## config.mk

```make
export PLATFORM = sky130hd
export DESIGN_NAME = psgc_top
export DESIGN_NICKNAME = d
export VERILOG_FILES = /design/src/verilog/psgc_pkg.sv /design/src/verilog/psgc_top.sv
export SDC_FILE = /design/constraint.sdc
export NUM_CORES = 1
export LEC_CHECK = 0
export BUFFER_PORTS_ARGS = -buffer_cell sky130_fd_sc_hd__buf_2
export CAP_MARGIN = 20
export CELL_PAD_IN_SITES_DETAIL_PLACEMENT = 1
export CELL_PAD_IN_SITES_GLOBAL_PLACEMENT = 1
export CORE_MARGIN = 2
export CORE_UTILIZATION = 43
export DETAILED_ROUTE_END_ITERATION = 16
export PLACE_DENSITY_LB_ADDON = 0.08
export SLEW_MARGIN = 20
export SYNTH_ARGS = -nofsm -noshare
export SYNTH_HDL_FRONTEND = slang
export SYNTH_SLANG_ARGS = --single-unit
```

## constraint.sdc

```tcl
create_clock -name clk -period 13.56 [get_ports clk]
set_input_delay 2.034 -clock clk [delete_from_list [all_inputs] [get_ports clk]]
set_output_delay 2.034 -clock clk [all_outputs]
set_load 0.05 [all_outputs]
```

## src/verilog/psgc_pkg.sv

```systemverilog
// constants and types for the protection stage group control block
package psgc_pkg;
  typedef enum logic [1:0] {PSGC_IDLE, PSGC_BLOCKED, PSGC_START, PSGC_TRIP} psgc_state_t;
  localparam int unsigned PSGC_CLK_HZ        = 20000000;
  localparam int unsigned PSGC_FORCE_MS      = 500;
  localparam int unsigned PSGC_IDLE_MIN      = 5;
  localparam longint unsigned PSGC_FORCE_CYC =
    longint'(PSGC_CLK_HZ) * PSGC_FORCE_MS / 1000;
  localparam longint unsigned PSGC_IDLE_CYC  =
    longint'(PSGC_CLK_HZ) * PSGC_IDLE_MIN * 60;
  localparam int unsigned PSGC_MAX_STAGES    = 30;
  localparam int unsigned PSGC_GROUPS        = 4;
  localparam logic [1:0] PSGC_RST_GROUP      = 2'h0;
  localparam logic [15:0] PSGC_RST_COUNT     = 16'h0000;
endpackage

```

## src/verilog/psgc_top.sv

```systemverilog
// group selection, stage status, counters and test forcing for protection stages
`timescale 1ns/1ps
module psgc_top #(
  parameter int unsigned  NSTAGE    = 4,
  parameter int unsigned  NDI       = 8,
  parameter int unsigned  DLYW      = 24,
  parameter int unsigned  CNTW      = 16,
  parameter int unsigned  FORCE_CYC = 32'(psgc_pkg::PSGC_FORCE_CYC),
  parameter longint unsigned IDLE_CYC = psgc_pkg::PSGC_IDLE_CYC
) (
  input  wire logic                     clk,
  input  wire logic                     reset,
  input  wire logic [NDI-1:0]           digital_input_line,
  input  wire logic [4*NDI-1:0]         group_input_assignment,
  input  wire logic [1:0]               fallback_group_setting,
  input  wire logic                     group_priority_order,
  input  wire logic                     hold_previous,
  input  wire logic                     global_override_en,
  input  wire logic [1:0]               global_group_override,
  input  wire logic [NSTAGE-1:0]        stage_enable,
  input  wire logic [NSTAGE-1:0]        stage_local_ctrl,
  input  wire logic [NSTAGE-1:0]        fault_above_start,
  input  wire logic [NSTAGE-1:0]        fault_above_hyst,
  input  wire logic [NSTAGE-1:0]        block_matrix,
  input  wire logic [NSTAGE-1:0]        block_logic,
  input  wire logic [NSTAGE-1:0]        block_input,
  input  wire logic [NSTAGE-1:0]        block_builtin,
  input  wire logic [4*NSTAGE*DLYW-1:0] op_delay,
  input  wire logic                     force_flag_set,
  input  wire logic                     panel_button,
  input  wire logic [NSTAGE-1:0]        force_start_cmd,
  input  wire logic [NSTAGE-1:0]        force_trip_cmd,
  output logic      [1:0]               active_group,
  output logic      [2*NSTAGE-1:0]      stage_group,
  output logic      [2*NSTAGE-1:0]      stage_state,
  output logic      [NSTAGE-1:0]        start_out,
  output logic      [NSTAGE-1:0]        trip_out,
  output logic      [NSTAGE*CNTW-1:0]   start_count,
  output logic      [NSTAGE*CNTW-1:0]   trip_count,
  output logic                          force_flag,
  output logic                          output_force_en,
  output logic      [NSTAGE-1:0]        stage_over_limit
);
  typedef struct packed {
    logic [NDI-1:0]            di_s1;
    logic [NDI-1:0]            di_s2;
    logic                      btn_s1;
    logic                      btn_s2;
    logic [1:0]                grp;
    logic                      flag;
    logic [39:0]               idle_cnt;
    logic [NSTAGE-1:0]         fault;
    logic [NSTAGE-1:0][1:0]    st;
    logic [NSTAGE-1:0][DLYW-1:0] dly;
    logic [NSTAGE-1:0][31:0]   fcnt;
    logic [NSTAGE-1:0]         ftrip;
    logic [NSTAGE-1:0][CNTW-1:0] scnt;
    logic [NSTAGE-1:0][CNTW-1:0] tcnt;
  } psgc_state_reg_t;

  psgc_state_reg_t s_reg;
  psgc_state_reg_t s_next;
  logic [3:0]      grp_req;
  logic [1:0]      grp_pick;
  logic [1:0]      ovr_grp;
  logic [7:0]      en_sum;

  // each group ors the digital inputs routed to it
  always_comb begin
    for (int g = 0; g < 4; g++) begin
      grp_req[g] = |(s_reg.di_s2 & group_input_assignment[g*NDI +: NDI]);
    end
  end

  // ascending picks lowest set group, descending highest
  // the last hit of the scan wins, so ascending order scans downward
  always_comb begin
    grp_pick = 2'h0;
    if (group_priority_order) begin
      for (int g = 3; g >= 0; g--) begin
        if (grp_req[g]) begin
          grp_pick = 2'(g);
        end
      end
    end else begin
      for (int g = 0; g < 4; g++) begin
        if (grp_req[g]) begin
          grp_pick = 2'(g);
        end
      end
    end
  end

  // stages beyond the enabled-stage budget are held idle
  always_comb begin
    en_sum = 8'h00;
    for (int i = 0; i < NSTAGE; i++) begin
      stage_over_limit[i] = stage_enable[i] && (en_sum >= 8'(psgc_pkg::PSGC_MAX_STAGES));
      en_sum = en_sum + 8'(stage_enable[i]);
    end
  end

  assign ovr_grp = global_override_en ? global_group_override : s_reg.grp;

  always_comb begin
    logic blk;
    logic [DLYW-1:0] lim;
    blk = 1'b0;
    lim = '0;
    s_next = s_reg;
    s_next.di_s1 = digital_input_line;
    s_next.di_s2 = s_reg.di_s1;
    s_next.btn_s1 = panel_button;
    s_next.btn_s2 = s_reg.btn_s1;
    if (|grp_req) begin
      s_next.grp = grp_pick;
    end else if (!hold_previous) begin
      s_next.grp = fallback_group_setting;
    end // otherwise the last group stays
    // idle counter restarts on any button press, ends the flag
    if (force_flag_set) begin
      s_next.flag = 1'b1;
      s_next.idle_cnt = '0;
    end else if (s_reg.flag) begin
      if (s_reg.btn_s2) begin
        s_next.idle_cnt = '0;
      end else if (s_reg.idle_cnt >= 40'(IDLE_CYC - 1)) begin
        s_next.flag = 1'b0;
        s_next.idle_cnt = '0;
      end else begin
        s_next.idle_cnt = s_reg.idle_cnt + 40'h1;
      end
    end
    for (int i = 0; i < NSTAGE; i++) begin
      // four delay settings per stage, indexed by its group
      lim = op_delay[(i*4 + int'(stage_group[2*i +: 2]))*DLYW +: DLYW];
      blk = block_matrix[i] | block_logic[i] | block_input[i] | block_builtin[i];
      // fault latches at start level, drops below hysteresis level
      s_next.fault[i] = fault_above_start[i] | (s_reg.fault[i] & fault_above_hyst[i]);
      // forcing holds the stage for a fixed window, no fault needed
      if (s_reg.fcnt[i] != 32'h0) begin
        s_next.fcnt[i] = s_reg.fcnt[i] - 32'h1;
      end
      if (s_reg.flag && (force_start_cmd[i] || force_trip_cmd[i]) && s_reg.fcnt[i] == 32'h0) begin
        s_next.fcnt[i] = FORCE_CYC;
        s_next.ftrip[i] = force_trip_cmd[i];
        if (force_trip_cmd[i]) begin
          s_next.tcnt[i] = s_reg.tcnt[i] + CNTW'(1);
        end else begin
          s_next.scnt[i] = s_reg.scnt[i] + CNTW'(1);
        end
      end
      if (!stage_enable[i] || stage_over_limit[i] || !s_next.fault[i]) begin
        s_next.st[i] = 2'(psgc_pkg::PSGC_IDLE); // fault gone, no trip
        s_next.dly[i] = '0;
      end else begin
        unique case (psgc_pkg::psgc_state_t'(s_reg.st[i]))
          psgc_pkg::PSGC_IDLE, psgc_pkg::PSGC_BLOCKED: begin
            if (blk) begin
              s_next.st[i] = 2'(psgc_pkg::PSGC_BLOCKED); // count frozen
            end else begin
              s_next.st[i] = 2'(psgc_pkg::PSGC_START);
              if (s_reg.st[i] == 2'(psgc_pkg::PSGC_IDLE)) begin
                s_next.scnt[i] = s_reg.scnt[i] + CNTW'(1);
              end
            end
          end
          psgc_pkg::PSGC_START: begin
            if (blk) begin
              s_next.st[i] = 2'(psgc_pkg::PSGC_BLOCKED);
            end else if (s_reg.dly[i] + DLYW'(1) >= lim) begin
              s_next.st[i] = 2'(psgc_pkg::PSGC_TRIP);
              s_next.tcnt[i] = s_reg.tcnt[i] + CNTW'(1);
            end else begin
              s_next.dly[i] = s_reg.dly[i] + DLYW'(1);
            end
          end
          psgc_pkg::PSGC_TRIP: begin
            s_next.st[i] = 2'(psgc_pkg::PSGC_TRIP); // blocking ignored
          end
        endcase
      end
    end
  end

  // reset is the reboot: idle, group PSGC_RST_GROUP (group 0), zero counters
  always_ff @(posedge clk) begin
    if (reset) begin
      s_reg <= '0;
      s_reg.grp <= psgc_pkg::PSGC_RST_GROUP;
    end else begin
      s_reg <= s_next;
    end
  end

  // override reaches only stages without local group control
  generate
    for (genvar i = 0; i < NSTAGE; i++) begin : g_stage
      logic forced;
      assign forced = s_reg.fcnt[i] != 32'h0;
      assign stage_group[2*i +: 2] = stage_local_ctrl[i] ? s_reg.grp : ovr_grp;
      assign stage_state[2*i +: 2] = forced ?
        (s_reg.ftrip[i] ? 2'(psgc_pkg::PSGC_TRIP) : 2'(psgc_pkg::PSGC_START)) : s_reg.st[i];
      // start follows the registered stage state (start or trip) or an active forcing window
      assign start_out[i] = s_reg.st[i] == 2'(psgc_pkg::PSGC_START) ||
                            s_reg.st[i] == 2'(psgc_pkg::PSGC_TRIP) || forced;
      assign trip_out[i] = s_reg.st[i] == 2'(psgc_pkg::PSGC_TRIP) || (forced && s_reg.ftrip[i]);
      assign start_count[i*CNTW +: CNTW] = s_reg.scnt[i];
      assign trip_count[i*CNTW +: CNTW] = s_reg.tcnt[i];
    end
  endgenerate

  assign active_group = s_reg.grp;
  assign force_flag = s_reg.flag;
  assign output_force_en = s_reg.flag;

  a_group_fallback: assert property (@(posedge clk) disable iff (reset)
    (grp_req == 4'h0 && !hold_previous) |=> active_group == $past(fallback_group_setting))
    else $error("fallback group not selected");
  a_group_follow: assert property (@(posedge clk) disable iff (reset)
    (|grp_req) |=> active_group == $past(grp_pick))
    else $error("active group does not follow inputs");
  a_group_hold: assert property (@(posedge clk) disable iff (reset)
    (grp_req == 4'h0 && hold_previous) |=> $stable(active_group))
    else $error("held group changed");
  a_prio_low: assert property (@(posedge clk) disable iff (reset)
    (group_priority_order && grp_req[0]) |=> active_group == 2'h0)
    else $error("ascending priority broken");
  a_prio_high: assert property (@(posedge clk) disable iff (reset)
    (!group_priority_order && grp_req[3]) |=> active_group == 2'h3)
    else $error("descending priority broken");
  a_trip_stays: assert property (@(posedge clk) disable iff (reset)
    (s_reg.st[0] == 2'(psgc_pkg::PSGC_TRIP) && stage_enable[0] && !stage_over_limit[0] &&
     fault_above_hyst[0]) |=> trip_out[0])
    else $error("trip dropped while fault held");
  a_block_freeze: assert property (@(posedge clk) disable iff (reset)
    (s_reg.st[0] != 2'(psgc_pkg::PSGC_TRIP) && (block_matrix[0] | block_builtin[0])) |=>
    !trip_out[0] || s_reg.fcnt[0] != 32'h0)
    else $error("blocked stage tripped");
  a_trip_count: assert property (@(posedge clk) disable iff (reset)
    ($rose(s_reg.st[0] == 2'(psgc_pkg::PSGC_TRIP))) |-> trip_count[CNTW-1:0] ==
    $past(trip_count[CNTW-1:0]) + CNTW'(1))
    else $error("trip not counted");
  a_flag_out: assert property (@(posedge clk) disable iff (reset)
    force_flag |-> output_force_en)
    else $error("output forcing not enabled");
  a_start_fault: assert property (@(posedge clk) disable iff (reset)
    (fault_above_start[0] && stage_enable[0] && !stage_over_limit[0] && !block_matrix[0] &&
     !block_logic[0] && !block_input[0] && !block_builtin[0] &&
     s_reg.st[0] == 2'(psgc_pkg::PSGC_IDLE)) |=> start_out[0])
    else $error("start not raised on fault");

  c_trip: cover property (@(posedge clk) disable iff (reset) $rose(trip_out[0]));
  c_block: cover property (@(posedge clk) disable iff (reset)
    s_reg.st[0] == 2'(psgc_pkg::PSGC_BLOCKED));
  c_force: cover property (@(posedge clk) disable iff (reset) s_reg.fcnt[0] != 32'h0);
  c_group3: cover property (@(posedge clk) disable iff (reset) active_group == 2'h3);
  c_force_trip: cover property (@(posedge clk) disable iff (reset)
    trip_out[0] && s_reg.fcnt[0] != 32'h0);

  // reset is the reboot, so nothing may survive it
  a_count_reset: assert property (@(posedge clk)
    reset |=> start_count == '0 && trip_count == '0)
    else $error("counters not cleared by reset");
  a_group_reset: assert property (@(posedge clk)
    reset |=> active_group == psgc_pkg::PSGC_RST_GROUP)
    else $error("group not restored by reset");
  a_flag_set: assert property (@(posedge clk) disable iff (reset)
    force_flag_set |=> force_flag)
    else $error("forcing flag not set");
  a_flag_timeout: assert property (@(posedge clk) disable iff (reset)
    (s_reg.flag && !force_flag_set && !s_reg.btn_s2 &&
     s_reg.idle_cnt >= 40'(IDLE_CYC - 1)) |=> !force_flag)
    else $error("forcing flag outlived idle time");

  // per-stage checks, so every stage is watched and not only the first
  generate
    for (genvar i = 0; i < NSTAGE; i++) begin : g_check
      logic any_blk;
      logic run_ok;
      assign any_blk = block_matrix[i] | block_logic[i] | block_input[i] | block_builtin[i];
      assign run_ok = stage_enable[i] && !stage_over_limit[i] && s_next.fault[i];

      a_limit_idle: assert property (@(posedge clk) disable iff (reset)
        stage_over_limit[i] |=> s_reg.st[i] == 2'(psgc_pkg::PSGC_IDLE))
        else $error("stage over limit not idle");
      a_disabled_idle: assert property (@(posedge clk) disable iff (reset)
        !stage_enable[i] |=> s_reg.st[i] == 2'(psgc_pkg::PSGC_IDLE))
        else $error("disabled stage not idle");
      a_fault_hold: assert property (@(posedge clk) disable iff (reset)
        (s_reg.fault[i] && fault_above_hyst[i]) |=> s_reg.fault[i])
        else $error("fault dropped above hysteresis");
      a_fault_drop: assert property (@(posedge clk) disable iff (reset)
        (!fault_above_start[i] && !fault_above_hyst[i]) |=> !s_reg.fault[i])
        else $error("fault kept below hysteresis");
      a_block_enter: assert property (@(posedge clk) disable iff (reset)
        (s_reg.st[i] == 2'(psgc_pkg::PSGC_START) && any_blk && run_ok) |=>
        s_reg.st[i] == 2'(psgc_pkg::PSGC_BLOCKED))
        else $error("blocked stage kept counting");
      a_dly_frozen: assert property (@(posedge clk) disable iff (reset)
        (s_reg.st[i] == 2'(psgc_pkg::PSGC_BLOCKED) && any_blk && run_ok) |=>
        $stable(s_reg.dly[i]))
        else $error("delay moved while blocked");
      a_trip_hold: assert property (@(posedge clk) disable iff (reset)
        (s_reg.st[i] == 2'(psgc_pkg::PSGC_TRIP) && run_ok) |=>
        s_reg.st[i] == 2'(psgc_pkg::PSGC_TRIP))
        else $error("trip left while fault held");
      a_start_count: assert property (@(posedge clk) disable iff (reset)
        (s_reg.st[i] == 2'(psgc_pkg::PSGC_IDLE) && !any_blk && run_ok) |=>
        s_reg.scnt[i] == $past(s_reg.scnt[i]) + CNTW'(1))
        else $error("start not counted");
      a_trip_start: assert property (@(posedge clk) disable iff (reset)
        trip_out[i] |-> start_out[i])
        else $error("trip without start");
      a_force_refused: assert property (@(posedge clk) disable iff (reset)
        (!s_reg.flag && s_reg.fcnt[i] == 32'h0) |=> s_reg.fcnt[i] == 32'h0)
        else $error("forcing taken without flag");
      a_force_len: assert property (@(posedge clk) disable iff (reset)
        $rose(s_reg.fcnt[i] != 32'h0) |-> s_reg.fcnt[i] == FORCE_CYC)
        else $error("forcing window length wrong");
      a_force_step: assert property (@(posedge clk) disable iff (reset)
        (s_reg.fcnt[i] != 32'h0) |=> s_reg.fcnt[i] == $past(s_reg.fcnt[i]) - 32'h1)
        else $error("forcing window restarted early");
      a_force_state: assert property (@(posedge clk) disable iff (reset)
        (s_reg.fcnt[i] != 32'h0) |-> stage_state[2*i +: 2] ==
        (s_reg.ftrip[i] ? 2'(psgc_pkg::PSGC_TRIP) : 2'(psgc_pkg::PSGC_START)))
        else $error("forced state not shown");
      a_group_local: assert property (@(posedge clk) disable iff (reset)
        stage_local_ctrl[i] |-> stage_group[2*i +: 2] == active_group)
        else $error("local stage left active group");
      a_group_global: assert property (@(posedge clk) disable iff (reset)
        (!stage_local_ctrl[i] && global_override_en) |->
        stage_group[2*i +: 2] == global_group_override)
        else $error("override not applied");
    end
  endgenerate
endmodule

```

# Yosys cells after proc, flatten, opt, wreduce, memory -nomap -nowiden
# Cells that the tools add are included.
[totals]
ff_bits = 429
latchBits = 0
mem_bits_rw = 0
rom_bits = 0
input_bits = 475
output_inout_bits = 160
mem_count = 0
[classes]
n_addsub = 22
mul = 4
n_div = 0
magnitude_cmp = 8
eq_ne = 17
shift = 4
muxes = 101
bitwise_logic = 32
n_reduce_logical = 84
[op_table]
columns = ["op", "count"]
rows = [
  ["2-to-1 mux 16 bit", 48],
  ["indexed part select 384 x 11 -> 24 bit", 2],
  ["indexed part select 384 x 10 -> 24 bit", 1],
  ["indexed part select 384 x 8 -> 24 bit", 1],
  ["2-to-1 mux 24 bit", 8],
  ["adder 16 x 1 -> 16 bit (second input constant)", 8],
  ["zero test 32 bit", 4],
  ["nonzero test 32 bit", 4],
  ["subtractor 32 x 1 -> 32 bit (second input constant)", 4],
  ["adder 24 x 1 -> 24 bit (second input constant)", 4],
  ["greater-or-equal comparator 24 bit", 4],
  ["2-to-1 mux 41 bit", 2],
  ["2-to-1 mux 40 bit", 2],
  ["2-to-1 mux 2 bit", 30],
  ["adder 40 x 1 -> 40 bit (second input constant)", 1],
  ["greater-or-equal comparator 40 x 33 -> 1 bit (second input constant)", 1],
  ["AND 8 bit", 4],
  ["OR reduction 32 bit", 1],
  ["OR reduction 8 bit", 4],
  ["OR reduction 2 bit", 13],
  ["case mux 2 bit (3 select lines)", 4],
  ["logical OR 1 bit", 23],
  ["== test 2 bit (second input constant)", 8],
  ["bitwise OR 1 bit", 16],
  ["21 further kinds", 75],
]

# Longest topological paths before layout
[logic_depth]
ltp_word = 10
mapped_depth = 20

# Worst setup path before layout
# OpenSTA, ideal clock, no wires.
[synth_timing]
path_kind = "input to register"
startpoint = "input global_override_en"
endpoint = "register s_reg, in the netlist trip_count[59]"
setup_ps = 70
arrival_time_ps = 6295
required_time_ps = 13490
slack_ps = 7194
stages = 14
path_buffers = 1
path_cell_list = "nor2b_1 -> mux2i_1 -> clkbuf_1 -> mux4_2 -> inv_1 -> ha_1 -> nand2_1 -> o21a_1 -> a2111oi_0 -> o21ai_0 -> a211oi_1 -> o21ai_0 -> or3_1 -> a21oi_1"
[synth_between]
elab_chain_len = 10
[synth_lines]
columns = ["element", "line", "source"]
rows = [
  ["start: declaration", "psgc_top.sv:18", "input wire logic global_override_en,"],
  ["2-to-1 mux 2 bit", "psgc_top.sv:103", "assign ovr_grp = global_override_en ? global_group_override : s_reg.grp;"],
  ["2-to-1 mux 2 bit", "psgc_top.sv:201", "assign stage_group[2*i +: 2] = stage_local_ctrl[i] ? s_reg.grp : ovr_grp;"],
  ["adder 4 x 2 -> 5 bit", "psgc_top.sv:136", "lim = op_delay[(i*4 + int'(stage_group[2*i +: 2]))*DLYW +: DLYW];"],
  ["multiplier 5 x 2 -> 7 bit", "psgc_top.sv:136", ""],
  ["indexed part select 384 x 11 -> 24 bit", "psgc_top.sv:136", ""],
  ["greater-or-equal comparator 24 bit", "psgc_top.sv:171", "end else if (s_reg.dly[i] + DLYW'(1) >= lim) begin"],
  ["2-to-1 mux 16 bit", "psgc_top.sv:171", ""],
  ["2-to-1 mux 16 bit", "psgc_top.sv:169", "if (blk) begin"],
  ["2-to-1 mux 16 bit", "psgc_top.sv:157", "unique case (psgc_pkg::psgc_state_t'(s_reg.st[i]))"],
  ["2-to-1 mux 16 bit", "psgc_top.sv:153", "if (!stage_enable[i] || stage_over_limit[i] || !s_next.fault[i]) begin"],
  ["end signal: assignment", "psgc_top.sv:192", "s_reg <= s_next;"],
  ["end: declaration", "psgc_top.sv:61", "psgc_state_reg_t s_reg;"],
]
# Every way passes these cells.
# A chain may end at the register's enable or synchronous reset.

# Worst setup path in the final report
[layout_timing]
startpoint = "input global_override_en"
endpoint = "register s_reg, in the netlist trip_count[45]"
# Same word-level chain as after synthesis.

==> qor.yml <==
placement:
  detailedPlace.worstSlack_ns: 6.48
  io_buffers: 630
  detailed_place.area_sq_um: 29300
  place.gp.congestion: 0.863
  place_hpwl_um: 66200
  count_of_placed_standard_cells_including_taps: 4491
floorplan:
  initial_utilization: 0.437
  die_area_sq_um: 63500
  fp.dieW_um: 252
  number_of_top_level_pins: 635
  floorplan_die_height_um: 252
  floorplan.core_area_sq_um: 60600
  total_number_of_placement_rows: 90
power:
  power_per_cell_area_nw_per_um2: 151
  combPwrFrac: 0.363
  power_frac_clock: 0.297
  internal_power_w: 0.00294
  power.ir.vdd_worst_mv: 0.133
  cellLeakagePower_nw: 13.4
  power.share.sequential: 0.340
  p_sw_frac: 0.373
  net-switching-power_w: 0.00175
timing:
  rsz0062_at_grt: "no"
  worst_clock_skew_ns: 0.0243
  final_period_minus_worst_setup_slack_ns: 6.45
  finalHoldViolCount: 0
  slew_headroom: 0.271
  clock.fmax_ghz: 0.155
  worst_pin_slew_ns: 1.08
  report.final.slew_viol_count: 0
  finalSetupTns_ns: 0
  postLayoutSetupSlackWorst_ns: 7.11
  period_share: 0.476
  setup_viol: 0
routing:
  routedWlPerCell_um: 18.6
  vias: 25200
  drt-initial-drc-count: 1132
  route.antenna.remaining_nets: 0
  detailedRoute.firstPassIterationCount: 5
  detail_route.wirelength_um: 85200
  drt_drc_violations_left: 0
  drt-vias-per-instance: 5.49
layout:
  nets: 4351
  max_reg_flops: 289
  layout.cell_area.non_filler_sq_um: 31000
  post_layout_nonfiller_instances: 4584
  drive_above_1_share: 0.222
  synthToLayoutAreaGrowth_pct: 17.3
cts:
  clock_tree_from_tritoncts: "yes"
  cts_root_buf: "clkbuf_16"
  insertion_delay_ns: 0.60
  cts_bufs_inserted: 50
  ctsHoldBuffers: 0
  cts.repair.resized: 0
  cts.repair_timing.setup_buffer_count: 0
  clock_tree.buffer_depth: 3
  cts.reportedPaths.clkPinSlew_ns: 0.06
  htree_num_levels: 2
  numClockSinks: 429
yosys:
  yosys_warnings: 0
  ys_seq_elements: 429
  synth-edff-count: 0
  synth-async-reset-ratio: 0
  postSynthAreaPerCell_sq_um: 7.93
  synth-seq-area-share: 0.325
  yosys_most_used_dff: "dfxtp_1"
  synth.lib_cells_used.distinct: 70
  cell_count_after_synthesis: 3334
  synth_area_sq_um: 26400
setup_path:
  path_cells: "buf_2 -> nor2b_1 -> mux2i_4 -> buf_4 -> inv_1 -> buf_4 -> nand2_1 -> nand2_1 -> o21ai_0 -> ha_1 -> a21oi_1 -> o21ai_0 -> a2111oi_0 -> a2111oi_0 -> buf_4 -> o21ai_0 -> buf_4 -> and2_1 -> nor3_1 -> mux2_2"
  required_ns: 14.02
  crit_path_max_fanout: 49
  cpLargestDelayFamily: "compound AO/OA/AOI/OAI gates"
  worstSetupStartpoint: "global_override_en"
  critical-path-top-cell-by-count: "buf_4"
  critPathSlowestCell: "nor2b_1"
  cpPeakStageDelay_ns: 0.69
  timing.critical_path.buf_inv: 6
  worstSetupPathType: "input pin to flip-flop"
  arrival_ns: 6.92
  rr_startpoint: "s_reg[308]"
  timing.critical_path.to_type: "flip-flop"
  critPathLaunchType: "input pin"
global_routing:
  gr-usage-met3: 0.0549
  use_met1: 0.310
  grt_first_pass_wirelength_um: 136000
  grt_pass1_vias: 26400
  global_route.usage.total: 0.259
  antenna_violations_before_repair: 4
  most_crowded_layer_gr: "met2"
  grt_remaining_overflow: 0
  grt_start_max_net_pins: 154
  gr-usage-met2: 0.458
worst_hold_path:
  launch_point_of_the_worst_hold_path: "s_next[413]"
  timing.hold.worst.class: "flip-flop to flip-flop"
flow_run:
  max_cap_viol_count: 0
outcome:
  run_status: "completed"
## cell usage in the layout, fill, tap and decap left out, types with 26 or more instances in the layout
master	Yosys	layout
nor2b_1	37	37
inv_1	92	92
nor3_1	104	103
or4_1	37	37
and2_1	29	29
ha_1	113	113
o21ai_0	157	157
mux4_2	48	48
nor4_1	46	45
or2_2	26	26
nand2_1	452	451
dfxtp_1	429	429
buf_2	2	629
nand2b_1	28	28
or3_1	69	69
nand4_1	77	77
a211oi_1	27	27
xor2_1	174	174
a21oi_1	139	139
and3_1	54	54
nand3_1	145	145
o31ai_1	41	41
xnor2_1	151	151
clkbuf_16	0	51
nor2_1	390	390
## metrics by stage
stage | hold WS, ns | util | total power, W
final | 0.435 | 0.512 | 0.00470
after global routing | 0.452 | 0.512 | 0.00501
after CTS | 0.439 | 0.511 | 0.00474
after detailed placement | 0.426 | 0.484 | 0.00331
after global placement | 0.418 | 0.483 | 0.00323
after floorplan | 0.414 | - | 0.00289
## cell type report
| cell class | count | area [sq um] |
|---|---|---|
| fillers | 7543 | 29600 |
| multi-input cells | 2537 | 16100 |
| flip-flops and latches | 429 | 8590 |
| repair buffers | 653 | 3370 |
| clock buffers | 63 | 1380 |
| well taps | 782 | 978 |
| inverters | 92 | 345 |
| clock inverters | 26 | 308 |
| diodes | 2 | 5.00 |
## power by group through the flow
| stage | combinational (W) | clock [W] | sequential [W] |
|---|---|---|---|
| 2_1_floorplan | 0.00131 | 0 | 0.00158 |
| 3_3_place_gp | 0.00163 | 0 | 0.00160 |
| 3_5_place_dp | 0.00170 | 0 | 0.00162 |
| 4_1_cts | 0.00171 | 0.00144 | 0.00159 |
| 5_1_grt | 0.00191 | 0.00148 | 0.00162 |
| 6_report | 0.00170 | 0.00140 | 0.00160 |
## metal layers
layer  up-vias  part of all wire
li1      12300                 -
met1     12200              0.42
met2       502              0.49
met3       117             0.056
met4         2             0.032
met5         -           0.00015
## synth_stat cells (all sizes together), types with 5 or more instances
master | count | share of area
nand2 | 452 | 0.064
dfxtp | 429 | 0.32
nor2 | 390 | 0.055
xor2 | 174 | 0.058
o21ai | 158 | 0.030
xnor2 | 151 | 0.050
buf | 149 | 0.041
nand3 | 145 | 0.027
a21oi | 139 | 0.026
clkbuf | 130 | 0.018
ha | 113 | 0.053
nor3 | 105 | 0.020
inv | 92 | 0.013
nand4 | 77 | 0.018
or3 | 69 | 0.016
and3 | 54 | 0.013
mux4 | 48 | 0.041
nor4 | 47 | 0.011
o31ai | 42 | 0.012
or4 | 39 | 0.011
nor2b | 37 | 0.0088
and2 | 31 | 0.0073
nand2b | 28 | 0.0066
a211oi | 27 | 0.0077
or2 | 27 | 0.0064
mux2i | 21 | 0.0079
nor3b | 17 | 0.0048
a22oi | 16 | 0.0045
a21o | 15 | 0.0043
nand3b | 13 | 0.0037
a2111oi | 11 | 0.0036
o21a | 8 | 0.0023
and4 | 7 | 0.0023
o41ai | 7 | 0.0023
a311oi | 6 | 0.0020
nor4b | 5 | 0.0017
o2111ai | 5 | 0.0017
or3b | 5 | 0.0017
## logic make-up after synthesis
logic type      share of synthesized area
flops                               0.325
fa+ha+maj                          0.0535
xor+xnor                            0.108
mux                                0.0501
other cells                      0.000142
compound gates                      0.108
buf+inv                            0.0726
simple gates                        0.283
## path summary, 6_finish.rpt
path | endpoint | slack (ns) | depth (start not counted)
worst max-delay path | trip_count[45] | 7.11 | 20
worst min-delay path | s_reg[413] | 0.44 | 1
worst max register to register | trip_count[47] | 8.29 | 18
worst min register to register | s_reg[413] | 0.44 | 1
Note: power is estimated with default switching activity, not from simulation.
